**src/hdl/aux_pkg.sv**
```systemverilog
// Purpose: shared constants for the auxiliary output sequencing block
// Assumes: 8-bit register port, 125 MHz mclk
// Notes: one name per number
package aux_pkg;
  localparam logic [7:0] ADDR_AUX2_EDGE_DELAY = 8'h11;
  localparam logic [7:0] ADDR_AUX_OUTPUT_CONTROL = 8'h12;
  localparam logic [7:0] ADDR_GENERAL_CONFIG = 8'h13;
  localparam logic [7:0] ADDR_CLOCK_SYNC_CONTROL = 8'h14;
  localparam logic [7:0] RST_AUX2_EDGE_DELAY = 8'h02;
  localparam logic [7:0] RST_AUX_OUTPUT_CONTROL = 8'h77;
  localparam logic [7:0] RST_GENERAL_CONFIG = 8'h06;
  localparam logic [7:0] RST_CLOCK_SYNC_CONTROL = 8'h01;
  localparam logic [7:0] MASK_AUX_OUTPUT_CONTROL = 8'h77;
  localparam logic [7:0] MASK_GENERAL_CONFIG = 8'hFF;
  localparam logic [7:0] MASK_CLOCK_SYNC_CONTROL = 8'hFF;
  localparam int FALL_CODE_LSB = 4;
  localparam int RISE_CODE_LSB = 0;
  localparam int AUX2_DRIVE_BIT = 6;
  localparam int AUX2_FOLLOW_BIT = 5;
  localparam int AUX2_LEVEL_BIT = 4;
  localparam int AUX1_DRIVE_BIT = 2;
  localparam int AUX1_FOLLOW_BIT = 1;
  localparam int AUX1_LEVEL_BIT = 0;
  localparam int RISE_RANGE_BIT = 6;
  localparam int FALL_RANGE_BIT = 5;
  localparam int PIN_FUNCTION_BIT = 4;
  localparam int SHARED_PULLDOWN_BIT = 3;
  localparam int SEQ_PULLDOWN_BIT = 2;
  localparam int THERMAL_LEVEL_BIT = 1;
  localparam int SPREAD_BIT = 0;
  localparam int SYNC_ENABLE_BIT = 6;
  localparam int FREQ_CODE_LSB = 0;
  localparam int MCLK_MHZ = 125;
  localparam int TICK_US = 500;
  localparam int TICK_CYCLES = TICK_US * MCLK_MHZ;
  typedef enum logic [1:0] {AUX_IDLE, AUX_RISE_WAIT, AUX_FALL_WAIT} aux_seq_t;
endpackage

```
**src/hdl/aux_output_sequencing_config.sv**
```systemverilog
// Purpose: register bank and sequencing for two auxiliary outputs
// Assumes: serial interface decoded upstream into an 8-bit register port
// Notes: pins shown as level, output enable and pull selects
`timescale 1ns/1ns
`default_nettype none
module aux_output_sequencing_config (
  input wire logic mclk,
  input wire logic reset_n,
  input wire logic regWrite,
  input wire logic regRead,
  input wire logic [7:0] regAddr,
  input wire logic [7:0] regWdata,
  input wire logic enablePin,
  output logic [7:0] regRdata,
  output logic regReadValid,
  output logic firstAuxOutput,
  output logic firstAuxOutputOe,
  output logic secondAuxOutput,
  output logic secondAuxOutputOe,
  output logic sharedPinIsClock,
  output logic sharedPinPulldown,
  output logic sequencePinPulldown,
  output logic thermalWarningHigh,
  output logic spreadSwitchingOn,
  output logic syncEnable,
  output logic [4:0] syncClockFreqCode
);
  typedef struct packed {
    logic [7:0] edgeDelay;
    logic [7:0] outCtrl;
    logic [7:0] genConfig;
    logic [7:0] syncCtrl;
    logic [7:0] rdata;
    logic rvalid;
    logic aux1;
    logic aux1Oe;
    logic aux2;
    logic aux2Oe;
  } aux_top_t;
  aux_top_t state;
  aux_top_t next_state;
  logic tick;
  logic seq1On;
  logic seq2On;
  aux_tick u_tick (
    .mclk(mclk),
    .reset_n(reset_n),
    .tick(tick)
  );
  // first output has no delay register here; it follows enable with zero delay
  aux_seq u_seq1 (
    .mclk(mclk),
    .reset_n(reset_n),
    .tick(tick),
    .enablePin(enablePin),
    .riseCode(4'h0),
    .fallCode(4'h0),
    .riseRange(state.genConfig[aux_pkg::RISE_RANGE_BIT]),
    .fallRange(state.genConfig[aux_pkg::FALL_RANGE_BIT]),
    .seqOn(seq1On)
  );
  aux_seq u_seq2 (
    .mclk(mclk),
    .reset_n(reset_n),
    .tick(tick),
    .enablePin(enablePin),
    .riseCode(state.edgeDelay[aux_pkg::RISE_CODE_LSB +: 4]),
    .fallCode(state.edgeDelay[aux_pkg::FALL_CODE_LSB +: 4]),
    .riseRange(state.genConfig[aux_pkg::RISE_RANGE_BIT]),
    .fallRange(state.genConfig[aux_pkg::FALL_RANGE_BIT]),
    .seqOn(seq2On)
  );
  // resolve requested level and drive type into pin level and enable
  function automatic logic [1:0] drivePin(input logic level, input logic openDrain);
    drivePin = openDrain ? {1'b0, ~level} : {level, 1'b1};
  endfunction
  logic req1;
  logic req2;
  logic [1:0] pin1;
  logic [1:0] pin2;
  always_comb begin
    req1 = state.outCtrl[aux_pkg::AUX1_LEVEL_BIT];
    if (state.outCtrl[aux_pkg::AUX1_FOLLOW_BIT]) begin
      req1 = req1 & seq1On;
    end
    req2 = state.outCtrl[aux_pkg::AUX2_LEVEL_BIT];
    if (state.outCtrl[aux_pkg::AUX2_FOLLOW_BIT]) begin
      req2 = req2 & seq2On;
    end
    pin1 = drivePin(req1, state.outCtrl[aux_pkg::AUX1_DRIVE_BIT]);
    pin2 = drivePin(req2, state.outCtrl[aux_pkg::AUX2_DRIVE_BIT]);
    // clock input function releases the pin entirely
    if (state.genConfig[aux_pkg::PIN_FUNCTION_BIT]) begin
      pin2 = 2'h0;
    end
  end
  always_comb begin
    next_state = state;
    next_state.aux1 = pin1[1];
    next_state.aux1Oe = pin1[0];
    next_state.aux2 = pin2[1];
    next_state.aux2Oe = pin2[0];
    next_state.rvalid = regRead;
    if (regWrite) begin
      case (regAddr)
        aux_pkg::ADDR_AUX2_EDGE_DELAY: next_state.edgeDelay = regWdata;
        aux_pkg::ADDR_AUX_OUTPUT_CONTROL: begin
          next_state.outCtrl = regWdata & aux_pkg::MASK_AUX_OUTPUT_CONTROL;
        end
        aux_pkg::ADDR_GENERAL_CONFIG: begin
          next_state.genConfig = regWdata & aux_pkg::MASK_GENERAL_CONFIG;
        end
        // software keeps the code in range; stored as written
        aux_pkg::ADDR_CLOCK_SYNC_CONTROL: begin
          next_state.syncCtrl = regWdata & aux_pkg::MASK_CLOCK_SYNC_CONTROL;
        end
        default: begin
        end
      endcase
    end
    if (regRead) begin
      case (regAddr)
        aux_pkg::ADDR_AUX2_EDGE_DELAY: next_state.rdata = state.edgeDelay;
        aux_pkg::ADDR_AUX_OUTPUT_CONTROL: next_state.rdata = state.outCtrl;
        aux_pkg::ADDR_GENERAL_CONFIG: next_state.rdata = state.genConfig;
        aux_pkg::ADDR_CLOCK_SYNC_CONTROL: next_state.rdata = state.syncCtrl;
        default: next_state.rdata = 8'h00;
      endcase
    end
  end
  always_ff @(posedge mclk) begin
    if (!reset_n) begin
      state.edgeDelay <= aux_pkg::RST_AUX2_EDGE_DELAY;
      state.outCtrl <= aux_pkg::RST_AUX_OUTPUT_CONTROL;
      state.genConfig <= aux_pkg::RST_GENERAL_CONFIG;
      state.syncCtrl <= aux_pkg::RST_CLOCK_SYNC_CONTROL;
      state.rdata <= 8'h00;
      state.rvalid <= 1'b0;
      state.aux1 <= 1'b0;
      state.aux1Oe <= 1'b0;
      state.aux2 <= 1'b0;
      state.aux2Oe <= 1'b0;
    end else begin
      state <= next_state;
    end
  end
  assign regRdata = state.rdata;
  assign regReadValid = state.rvalid;
  assign firstAuxOutput = state.aux1;
  assign firstAuxOutputOe = state.aux1Oe;
  assign secondAuxOutput = state.aux2;
  assign secondAuxOutputOe = state.aux2Oe;
  assign sharedPinIsClock = state.genConfig[aux_pkg::PIN_FUNCTION_BIT];
  assign sharedPinPulldown = state.genConfig[aux_pkg::SHARED_PULLDOWN_BIT];
  assign sequencePinPulldown = state.genConfig[aux_pkg::SEQ_PULLDOWN_BIT];
  assign thermalWarningHigh = state.genConfig[aux_pkg::THERMAL_LEVEL_BIT];
  assign spreadSwitchingOn = state.genConfig[aux_pkg::SPREAD_BIT];
  assign syncEnable = state.syncCtrl[aux_pkg::SYNC_ENABLE_BIT];
  assign syncClockFreqCode = state.syncCtrl[aux_pkg::FREQ_CODE_LSB +: 5];
endmodule // aux_output_sequencing_config
`default_nettype wire

```
**src/hdl/aux_tick.sv**
```systemverilog
// Purpose: 0.5 ms timebase pulse
// Assumes: mclk 125 MHz
// Notes: free running, shared by both sequencers
`timescale 1ns/1ns
`default_nettype none
module aux_tick #(
  parameter int TICK_CYCLES = aux_pkg::TICK_CYCLES
) (
  input wire logic mclk,
  input wire logic reset_n,
  output logic tick
);
  typedef struct packed {
    logic [16:0] count;
    logic tick;
  } aux_tick_t;
  aux_tick_t state;
  aux_tick_t next_state;
  always_comb begin
    next_state = state;
    next_state.tick = 1'b0;
    if (state.count == 17'(TICK_CYCLES - 1)) begin
      next_state.count = 17'h00000;
      next_state.tick = 1'b1;
    end else begin
      next_state.count = state.count + 17'h00001;
    end
  end
  always_ff @(posedge mclk) begin
    if (!reset_n) begin
      state <= '0;
    end else begin
      state <= next_state;
    end
  end
  assign tick = state.tick;
endmodule // aux_tick
`default_nettype wire

```
**src/hdl/aux_seq.sv**
```systemverilog
// Purpose: one output's enable-following delay sequencer
// Assumes: tick every 0.5 ms, enable synchronous
// Notes: new enable edge restarts the wait
`timescale 1ns/1ns
`default_nettype none
module aux_seq (
  input wire logic mclk,
  input wire logic reset_n,
  input wire logic tick,
  input wire logic enablePin,
  input wire logic [3:0] riseCode,
  input wire logic [3:0] fallCode,
  input wire logic riseRange,
  input wire logic fallRange,
  output logic seqOn
);
  typedef struct packed {
    aux_pkg::aux_seq_t fsm;
    logic [4:0] ticksLeft;
    logic enPrev;
    logic on;
  } aux_seq_st_t;
  aux_seq_st_t state;
  aux_seq_st_t next_state;
  // code steps of 0.5 ms ticks, doubled for the 1 ms range
  function automatic logic [4:0] ticksFor(input logic [3:0] code, input logic range);
    ticksFor = range ? {code, 1'b0} : {1'b0, code};
  endfunction
  always_comb begin
    next_state = state;
    next_state.enPrev = enablePin;
    if (enablePin && !state.enPrev) begin
      next_state.fsm = aux_pkg::AUX_RISE_WAIT;
      next_state.ticksLeft = ticksFor(riseCode, riseRange);
    end else if (!enablePin && state.enPrev) begin
      next_state.fsm = aux_pkg::AUX_FALL_WAIT;
      next_state.ticksLeft = ticksFor(fallCode, fallRange);
    end else begin
      case (state.fsm)
        aux_pkg::AUX_RISE_WAIT, aux_pkg::AUX_FALL_WAIT: begin
          if (state.ticksLeft == 5'h00) begin
            next_state.on = (state.fsm == aux_pkg::AUX_RISE_WAIT);
            next_state.fsm = aux_pkg::AUX_IDLE;
          end else if (tick) begin
            next_state.ticksLeft = state.ticksLeft - 5'h01;
          end
        end
        aux_pkg::AUX_IDLE: begin
        end
        default: begin
          next_state.fsm = aux_pkg::AUX_IDLE;
        end
      endcase
    end
  end
  always_ff @(posedge mclk) begin
    if (!reset_n) begin
      state <= '0;
    end else begin
      state <= next_state;
    end
  end
  assign seqOn = state.on;
endmodule // aux_seq
`default_nettype wire

```
**config.mk**
```make
export PLATFORM = sky130hd
export DESIGN_NAME = aux_output_sequencing_config
export DESIGN_NICKNAME = d
export VERILOG_FILES = /design/src/hdl/aux_pkg.sv /design/src/hdl/aux_output_sequencing_config.sv /design/src/hdl/aux_tick.sv /design/src/hdl/aux_seq.sv
export SDC_FILE = /design/constraint.sdc
export NUM_CORES = 1
export LEC_CHECK = 0
export ABC_AREA = 1
export BUFFER_PORTS_ARGS = -buffer_cell sky130_fd_sc_hd__buf_4
export CAP_MARGIN = 20
export CORE_UTILIZATION = 58
export CTS_CLUSTER_DIAMETER = 150
export DETAILED_ROUTE_END_ITERATION = 10
export GPL_TIMING_DRIVEN = 0
export PLACE_DENSITY_LB_ADDON = 0.1
export SLEW_MARGIN = 0
export SYNTH_ARGS = -nofsm -noshare
export SYNTH_HDL_FRONTEND = slang
export SYNTH_SLANG_ARGS = --single-unit
```
**constraint.sdc**
```tcl
create_clock -name mclk -period 1.5 [get_ports mclk]
set_input_delay 0.15 -clock mclk [delete_from_list [all_inputs] [get_ports mclk]]
set_output_delay 0.15 -clock mclk [all_outputs]
set_load 0.02 [all_outputs]
```
=== Word-level counts from Yosys, hierarchy flattened ===
Index checks and enable logic that the tools add are counted.

* Bits in registers: 78
* Output and inout port bits: 24

* Add/sub/neg operators: 3
* Equal/unequal tests: 18
* Mux-type cells: 22
* Bitwise logic cells: 8
* Reductions and logical operators: 30

{| class="wikitable"
|+ Operator list
! cell !! count
|-
| two-way mux 5 bit || 8
|-
| == test 8 x 5 -> 1 bit, second input constant || 4
|-
| one-hot mux 8 bit (4 select lines) || 1
|-
| adder 17 x 1 -> 17 bit, second input constant || 1
|-
| == test 17 x 16 -> 1 bit, second input constant || 1
|-
| AND reduction 2 bit || 8
|-
| inequality test 3 x 1 -> 1 bit, second input constant || 5
|-
| two-way mux 7 bit || 2
|-
| two-way mux 6 bit || 2
|-
| OR reduction 2 bit || 6
|-
| zero test 5 bit || 2
|-
| subtractor 5 x 1 -> 5 bit, second input constant || 2
|-
| inequality test 4 x 1 -> 1 bit, second input constant || 2
|-
| one-hot mux 2 bit (2 select lines) || 2
|-
| AND reduction 4 bit || 2
|-
| NOT 1 bit || 6
|-
| AND reduction 3 bit || 2
|-
| nonzero test 3 bit || 2
|-
| OR reduction 3 bit || 2
|-
| two-way mux 1 bit || 5
|-
| == test 2 x 1 -> 1 bit, second input constant || 2
|-
| == test 2 bit, second input constant || 2
|-
| zero test 2 bit || 2
|-
| two-way mux 2 bit || 2
|-
| 4 further kinds || 8
|}

=== Longest topological paths before layout ===
Gate-level depths: netlist of the first run.

* Depth after elaboration: 6
* Depth in mapped cells: 10

=== Cells and area by module ===
A second synthesis of the first run with hierarchy kept.

* Cells, all modules: 652
* Area, all modules: 4456.8 um2

{| class="wikitable"
|+ By module, submodules not included
! module !! instances !! cells an instance !! area each (um2)
|-
| aux_output_sequencing_config || 1 || 266 || 1978.1
|-
| aux_seq || 2 || 113 || 738.2
|-
| aux_tick || 1 || 160 || 1002.2
|}

=== Worst setup path before layout of the first run ===
No wires, ideal clock.

* Kind: register -> register
* Start: register u_seq1.state[7] in the netlist's numbering
* End: register u_seq1.state[2] in the netlist's numbering
* Arrival: 1.236 ns
* Path slack: 0.143 ns
* Cell stages (with the launch flop): 8
* Clock period less this slack: 1.357 ns
* Path through: dfxtp_1 -> inv_1 -> ha_1 -> inv_1 -> nor2_1 -> inv_1 -> o21ai_0 -> a21oi_1

* Word-level cells in the longest chain between the ends: 3
* Elaborated cells between the ends (all ways): 4
* Classes of those cells: eq/ne (2); reduce/logical (2)

{| class="wikitable"
|+ Ends and longest elaborated chain
! item !! line !! source
|-
| from (decl) || aux_seq.sv:23 || <nowiki>aux_seq_st_t state;</nowiki>
|-
| from (signal assigned) || aux_seq.sv:60 || <nowiki>state <= next_state;</nowiki>
|-
| == test 2 bit / == test 2 x 1 -> 1 bit (equally long branches) || aux_seq.sv:39 || <nowiki>case (state.fsm)</nowiki>
|-
| OR reduction 2 bit (*) || aux_seq.sv:39 ||
|-
| AND reduction 3 bit (no source line) (*) || -- ||
|}

Mark *: on every way between the ends. The rest lies on a longest branch, timed or not.
A chain may end at the register's enable or synchronous reset.

=== Final worst setup path of the first run ===
* Start: register u_seq2.state[1] in the netlist's numbering
* End: register u_seq2.state[6] in the netlist's numbering

* Word-level cells in the longest chain between the ends: 4
* Elaborated cells between the ends (all ways): 9
* Classes of those cells: eq/ne (1); mux (2); reduce/logical (6)

{| class="wikitable"
|+ Ends and longest elaborated chain
! item !! line !! source
|-
| from (decl) || aux_seq.sv:23 ||
|-
| from (signal assigned) || aux_seq.sv:60 ||
|-
| zero test 1 bit || aux_seq.sv:32 || <nowiki>if (enablePin && !state.enPrev) begin</nowiki>
|-
| logical AND 1 bit || -- ||
|-
| inequality test 3 x 1 -> 1 bit (no source line) / nonzero test 3 bit (equally long branches) || -- ||
|-
| AND reduction 3 bit (no source line) || -- ||
|}

Parallel ways exist; a longest one is shown, timed or not.

==> results of run 1 <==
per-layer routing:
layer | track usage | wire length (um)
met5 | 0 | 0
met4 | 0.122 | 217
met3 | 0.0531 | 415
met2 | 0.482 | 4630
met1 | 0.308 | 3900
critical path, stage by stage (launching register included):
cell and delay, ns:
dfxtp_1 0.33, ha_1 0.14, clkbuf_4 0.20, nand2_1 0.13
o21ai_0 0.18, o21bai_1 0.14, nand3_1 0.10, a21oi_1 0.14
repair_timing:
action,in CTS,in global routing
setup endpoints to repair,9,23
buffers inserted,0,3
pin swaps,0,1
resized for setup,7,16
layout make-up:
cell class              instances  area, um^2  area share
clock inverters                 4        72.6      0.0157
inverters                      69         260      0.0562
multi-input cells             365        1980       0.429
flip-flops and latches         78        1570       0.338
repair buffers                 46         345      0.0746
plain buffers                  26         171      0.0370
well taps                      77        96.3      0.0208
clock buffers                  11         131      0.0284
flip-flops by register name (all words and copies together) (netlist names), 5 cells and up:
register and flops:
u_tick.state 17, state 19, u_seq1.state 7, u_seq2.state 8, regRdata 8, syncClockFreqCode 5
per-stage QoR:
stage          std cells  utilization  setup slack (ns)  total power [mW]  instance area (um^2)
2_1_floorplan        538            -             0.143              2.43                  3920
3_3_place_gp         658        0.675           -0.0328              2.56                  4340
3_5_place_dp         658        0.675           -0.0936              2.57                  4340
4_1_cts              673        0.710           0.00684              4.21                  4560
5_1_grt              676        0.721          -0.00727              4.38                  4630
6_report             676        0.721            0.0584              4.22                  4630
how the worst max path moves through the flow:
stage | to | slack, ns | cells past startpoint
floorplan | u_seq1.state[2]$_SDFFE_PP0P_ | 0.14 | 7
global placement | u_seq1.state[2]$_SDFFE_PP0P_ | -0.03 | 7
detailed placement | u_seq1.state[2]$_SDFFE_PP0P_ | -0.09 | 7
CTS | u_tick.state[2]$_SDFF_PP0_ | 0.007 | 7
global route | u_seq2.state[6]$_SDFFE_PN0P_ | -0.007 | 7
finish | u_seq2.state[6]$_SDFFE_PN0P_ | 0.06 | 7
Yosys cell counts (2+ instances only):
cell type / n / area, um^2
buf_4: 17 / 128
dfxtp_1: 78 / 1560
a31oi_1: 3 / 18.8
inv_2: 9 / 33.8
nand4_1: 7 / 43.8
nor3_1: 3 / 15.0
nand2_2: 5 / 31.3
buf_1: 2 / 7.51
buf_2: 3 / 15.0
nand2_1: 113 / 424
nand3b_1: 2 / 15.0
nand3_1: 49 / 245
a211oi_2: 6 / 75.1
clkbuf_1: 4 / 15.0
nor2_2: 2 / 12.5
nor2_1: 44 / 165
o22ai_1: 2 / 12.5
xor2_1: 3 / 26.3
o21ai_1: 8 / 40.0
nor2_4: 6 / 67.6
o211ai_1: 5 / 37.5
o21ai_0: 25 / 125
inv_1: 59 / 221
a21oi_1: 55 / 275
nand3_2: 3 / 30.0
ha_1: 11 / 138
power by group:
part	internal [mW]	switching [mW]
Clock	0.926	0.741
Combinational	0.155	0.263
Sequential	2.11	0.0269
cell usage in the layout (no fill, tap or decap), drive strengths merged:
cell / count
nand2: 118
dfxtp: 78
inv: 68
buf: 67
a21oi: 55
nand3: 53
nor2: 53
o21ai: 33
clkbuf: 16
ha: 11
nand4: 8
a211oi: 6
o211ai: 5
nor3: 4
a31oi: 3
xor2: 3
clkinv: 2
o22ai: 2
nand3b: 2
bufinv: 2
or2: 2
o21bai: 1
o2bb2ai: 1
o221ai: 1
nor4: 1
nand2b: 1
xnor2: 1
a21boi: 1
clkinvlp: 1
cells by family after synthesis:
logic type / synth area share
DFF: 0.399
xor gates and xnor gates: 0.00894
adders and majority gates: 0.0351
and+or+nand+nor: 0.291
AOI/OAI and AO/OA: 0.157
buffers and inverters: 0.109
==> results.ini, run 1 <==
[clock_network]
clkTransAtPathRegs_ns=0.08
clockBufferDepth=2
cts_buffers=9
root_buffer=clkbuf_8
cts.hold.buffers_added=0
clk_latency_ns=0.35
h-tree-depth=3
clock-sinks=78
cts_tree=yes

[floorplanning]
start_util=0.610
rows=29
io_pins=45
die_y_um=84.2
die_w_um=84.2
dieArea_mm2=0.00709
core_mm2=0.00642

[logic_synthesis]
ys_ff_latch=78
yosys_warnings=0
ys_types=40
synth_edf_count=0
avgSynthCellArea_um2=7.28
synthCells=538
syn_nets=570
synthArstFlopShare=0
ys_seq_area_frac=0.399
ys.flop_type=dfxtp_1
synth_area_mm2=0.00392

[routing]
viasPerCell=5.46
num_vias=3689
ant_nets=0
route.detailed.drc=2
drt_pass1_iterations=9
wirelength_mm=9.16
wl_per_cell_um=13.6
drt_iter0_drc=213

[run_status]
outcome=complete, but fails checks
violations=design-rule violations

[power]
ir_drop_v=0.000633
power_density_mw_per_mm2=912
leakage_nw=1.97

[placed_design]
gp_congestion=0.932
dp.final_hpwl_mm=6.86
io_buffers=43

[timing]
worst_pin_slew_ns=0.639
setup_tns_ns=0
hold_slack_ns=0.0183
clock.fmax_mhz=694
hold_viol_final=0
final-setup-viol-count=0
final_max_slew_viol_count=0
slew_headroom=0.574
post-route-min-period_ns=1.44
skew_ns=0.00885
min_period_over_period=0.961

[final_layout]
drive_above_1_share=0.220
antenna_cells=0
syn_to_final_growth_pct=18.1
layout.nets=627
nFillCells=542

[critical_path]
cp_data_required_time_ns=1.78
r2r_start=u_seq2.state[1]$_SDFF_PN0_
reg2reg_to=u_seq2.state[6]$_SDFFE_PN0P_
arrival_ns=1.72
critical_path.startpoint_type=flip-flop
r2r_cells=7
critPathMaxFanout=8
crit_start=u_seq2.state[1]$_SDFF_PN0_
rrSetupSlack_ns=0.06
crit_path_end_kind=flip-flop
critPathKind=flip-flop to flip-flop

[global_routing]
grt_max_degree=13
grt_overflow=0
grt_pass1_wl_mm=15.0
antenna_found_initial=0
grt_use_total=0.268
grt_pass1_vias=3403

[hold_path]
min_to=u_seq2.state[1]$_SDFF_PN0_
hp-class=input port to flip-flop
hold-path-cell-count=3
min_from=enablePin

[run]
drv_cap=0

Note: power is estimated with default switching activity, not from simulation.
==> run 2: changes to the inputs <==
--- a/config.mk
+++ b/config.mk
@@ -5,7 +5,6 @@
 export SDC_FILE = /design/constraint.sdc
 export NUM_CORES = 1
 export LEC_CHECK = 0
-export ABC_AREA = 1
 export BUFFER_PORTS_ARGS = -buffer_cell sky130_fd_sc_hd__buf_4
 export CAP_MARGIN = 20
 export CORE_UTILIZATION = 58
==> results.ini, run 2 <==
[run_status]
outcome=complete, but fails checks
violations=negative setup slack

[power]
pwr-share-clk=0.350  ; -0.045
comb_power_share=0.121  ; +0.022
p_switching_mw=1.08  ; +4.6%
ir_drop_v=0.000624  ; -1.3%
power_frac_seq=0.529  ; +0.023
leakage_nw=1.87  ; -5.1%
cell_internal_pwr_mw=2.98  ; -6.6%
p_sw_frac=0.266  ; +0.0215
power_density_mw_per_mm2=864  ; -5.3%

[critical_path]
r2r_cells=7  ; unchanged
arrival_ns=1.87  ; +0.15 ns
rrSetupSlack_ns=-0.13  ; -0.19 ns
critical_path.startpoint_type=flip-flop
critPathMaxFanout=8  ; unchanged
critPathCapture=u_seq1.state[7]$_SDFFE_PN0P_
reg2reg_to=u_seq1.state[7]$_SDFFE_PN0P_
critPathKind=flip-flop to flip-flop
crit_path_end_kind=flip-flop
r2r_start=u_seq1.state[2]$_SDFFE_PP0P_
cp_data_required_time_ns=1.74  ; -0.04 ns
crit_start=u_seq1.state[2]$_SDFFE_PP0P_

[floorplanning]
die_w_um=82.6  ; -1.8%
io_pins=45  ; unchanged
core_mm2=0.00631  ; -1.7%
rows=29  ; unchanged
die_y_um=82.6  ; -1.8%
start_util=0.598  ; -0.0125
dieArea_mm2=0.00683  ; -3.6%

[routing]
route.detailed.drc=0  ; -2
num_vias=3430  ; -7.0%
viasPerCell=5.88  ; +7.8%
ant_nets=0  ; unchanged
wirelength_mm=9.51  ; +3.8%
wl_per_cell_um=16.3  ; +20%
drt_pass1_iterations=5  ; -4
drt_iter0_drc=200  ; -6.1%

[timing]
worst_pin_slew_ns=0.617  ; -0.0217 ns
final_max_slew_viol_count=0  ; unchanged
hold_viol_final=0  ; unchanged
post-route-min-period_ns=1.63  ; +0.193 ns
clock.fmax_mhz=612  ; -12%
slew_headroom=0.588  ; +0.0141
grt_setup_unrepaired=true
final-setup-viol-count=7  ; +7
min_period_over_period=1.09  ; +0.129
setup_slack_ns=-0.134  ; -0.193 ns
skew_ns=0.0128  ; +0.00396 ns

[final_layout]
multi_input_area_mm2=0.00213  ; +7.4%
regMostFlops=state
instances_no_fill=583  ; -14%
largest_register_ffs=19  ; unchanged
final_cell_area_mm2=0.00470  ; +1.5%
layout_common_cells=71 x buf_4, 67 x dfxtp_1, 42 x nand2_1
antenna_cells=0  ; unchanged
drive_above_1_share=0.292  ; +0.0721
layout_commonest_cell=buf_4
syn_to_final_growth_pct=24.5
layout.nets=533  ; -15%
reg_top3=state: 19 flops, u_tick.state: 17 flops
regArea_mm2=0.00158  ; +0.72%
nFillCells=471  ; -13%

[global_routing]
grt_pass1_vias=2993  ; -12%
grt_use_total=0.280  ; +0.0114
antenna_found_initial=0  ; unchanged
grt_overflow=0  ; unchanged
grt_pass1_wl_mm=14.3  ; -5.0%
grt_max_degree=13  ; unchanged

[logic_synthesis]
synthCells=435  ; -19%
ys_types=56  ; +40%
synth_edf_count=0  ; unchanged
yosys_warnings=0  ; unchanged
synthAdderAreaFrac=0.0365  ; +0.00135
synth_top_family_by_area=simple AND/OR/NAND/NOR gates
ys_top_cells_by_count=78 x dfxtp_1, 44 x nand2_1, 30 x nand3_1
syn_nets=467  ; -18%
ys.flop_type=dfxtp_1
yosysTopAreaCell=dfxtp_1
synthDominantCellAreaShare=0.414  ; +0.0153
muxShareOfSynthArea=0.0488  ; +0.0488
yosys.area_share.simple=0.248  ; -0.0429
ys_ff_latch=78  ; unchanged
avgSynthCellArea_um2=8.67  ; +19%
ys_seq_area_frac=0.414  ; +0.0153
synth_area_mm2=0.00377  ; -3.7%
yosysMostFrequentCell=dfxtp_1
synth-xor-area-share=0.0464  ; +0.0375
synthTopCellsByArea=dfxtp_1 41%, nand2_1 4.4%, mux2i_1 4.0%
synthArstFlopShare=0  ; unchanged
synth_compound_area_frac=0.134  ; -0.0231

[run]
drv_cap=0  ; unchanged

[clock_network]
cts_tree=yes
clkTransAtPathRegs_ns=0.08  ; about the same
clock-sinks=78  ; unchanged
cts.hold.buffers_added=0  ; unchanged
h-tree-depth=3  ; unchanged
clockBufferDepth=2  ; unchanged
clk_latency_ns=0.36  ; about the same
root_buffer=clkbuf_8
cts_buffers=9  ; unchanged

[placed_design]
place_area_mm2=0.00423  ; -2.5%
io_buffers=43  ; unchanged
gp_congestion=0.890  ; -4.5%
place_inst=555  ; -16%
dp.final_hpwl_mm=6.50  ; -5.2%

[hold_path]
hp-class=input port to flip-flop

-- run 2: cell types whose count changed after synthesis, sizes merged, moves of 11 or more --
cell    before  now
clkbuf       4   18
xor2         3   14
nand3       53   30
nor2        53   29
nand3b       2   15
nand2      118   44
a21oi       55   22
mux2i        0   15
inv         68   18
-- run 2: worst min-delay path by stage --
stage | start | to | cells after the start
after floorplan | regWdata[2] | sequencePinPulldown$_SDFFE_PN1P_ | 2
after global placement | regWdata[5] | state[34]$_SDFFE_PN1P_ | 3
after detailed placement | regWdata[4] | state[33]$_SDFFE_PN1P_ | 3
after CTS | regWdata[4] | state[33]$_SDFFE_PN1P_ | 3
after global routing | regWdata[5] | state[34]$_SDFFE_PN1P_ | 3
final | regWdata[4] | state[33]$_SDFFE_PN1P_ | 3
-- run 2: metal layers --
| layer | vias up | track usage | part of all wire |
|---|---|---|---|
| met5 | - | 0 | 0 |
| li1 | 1662 | - | - |
| met4 | 0 | 0.0862 | 0.011 |
| met1 | 1650 | 0.391 | 0.47 |
| met2 | 109 | 0.432 | 0.47 |
| met3 | 9 | 0.0560 | 0.051 |
-- run 2: layout make-up --
type | instances | area share
Multi-Input combinational cell | 301 | 0.454
Sequential cell | 78 | 0.336
Timing Repair Buffer | 57 | 0.0911
Buffer | 36 | 0.0480
Clock buffer | 13 | 0.0317
Tap cell | 77 | 0.0205
Inverter | 18 | 0.0144
Clock inverter | 3 | 0.00426
-- run 2: what timing repair did --
action	CTS	global route
hold endpoints to repair	0	0
gates resized for setup	27	29
pin swaps	13	16
endpoints found under the setup margin	28	33
setup buffers	9	5
-- run 2: worst max-delay path: stages, from the launching register on --
cell	delay, ns
dfxtp_2	0.33
inv_2	0.08
ha_4	0.12
or4b_4	0.45
buf_8	0.15
and3_4	0.18
a21oi_2	0.12
o32ai_1	0.09
-- run 2: power groups by stage --
stage	Sequential, mW	Combinational [mW]	Clock (mW)
after floorplan	2.18	0.267	0
after global placement	2.18	0.400	0
after detailed placement	2.19	0.405	0
after CTS	2.14	0.439	1.43
after global routing	2.15	0.537	1.52
final	2.15	0.490	1.42
-- run 2: through the flow --
stage                     setup TNS [ns]  total power, mW  setup WS [ns]  hold WS, ns   util
after global placement             -6.18             2.58         -0.226        0.377  0.670
after CTS                         -0.405             4.01        -0.0930       0.0137  0.718
after global routing              -0.957             4.20         -0.146       0.0317  0.744
after detailed placement           -7.52             2.59         -0.275        0.385  0.670
final                             -0.386             4.06         -0.134       0.0166  0.744
after floorplan                  -0.0398             2.45        -0.0323        0.275      -
-- run 2: cell families (layout without fill, tap and decap cells) --
group / after synthesis / after routing
adders and majority gates: 11 / 11
DFF: 78 / 78
muxes: 18 / 18
xor gates and xnor gates: 20 / 20
AOI/OAI and AO/OA: 82 / 82
buffers and inverters: 56 / 127
and+or+nand+nor: 170 / 170
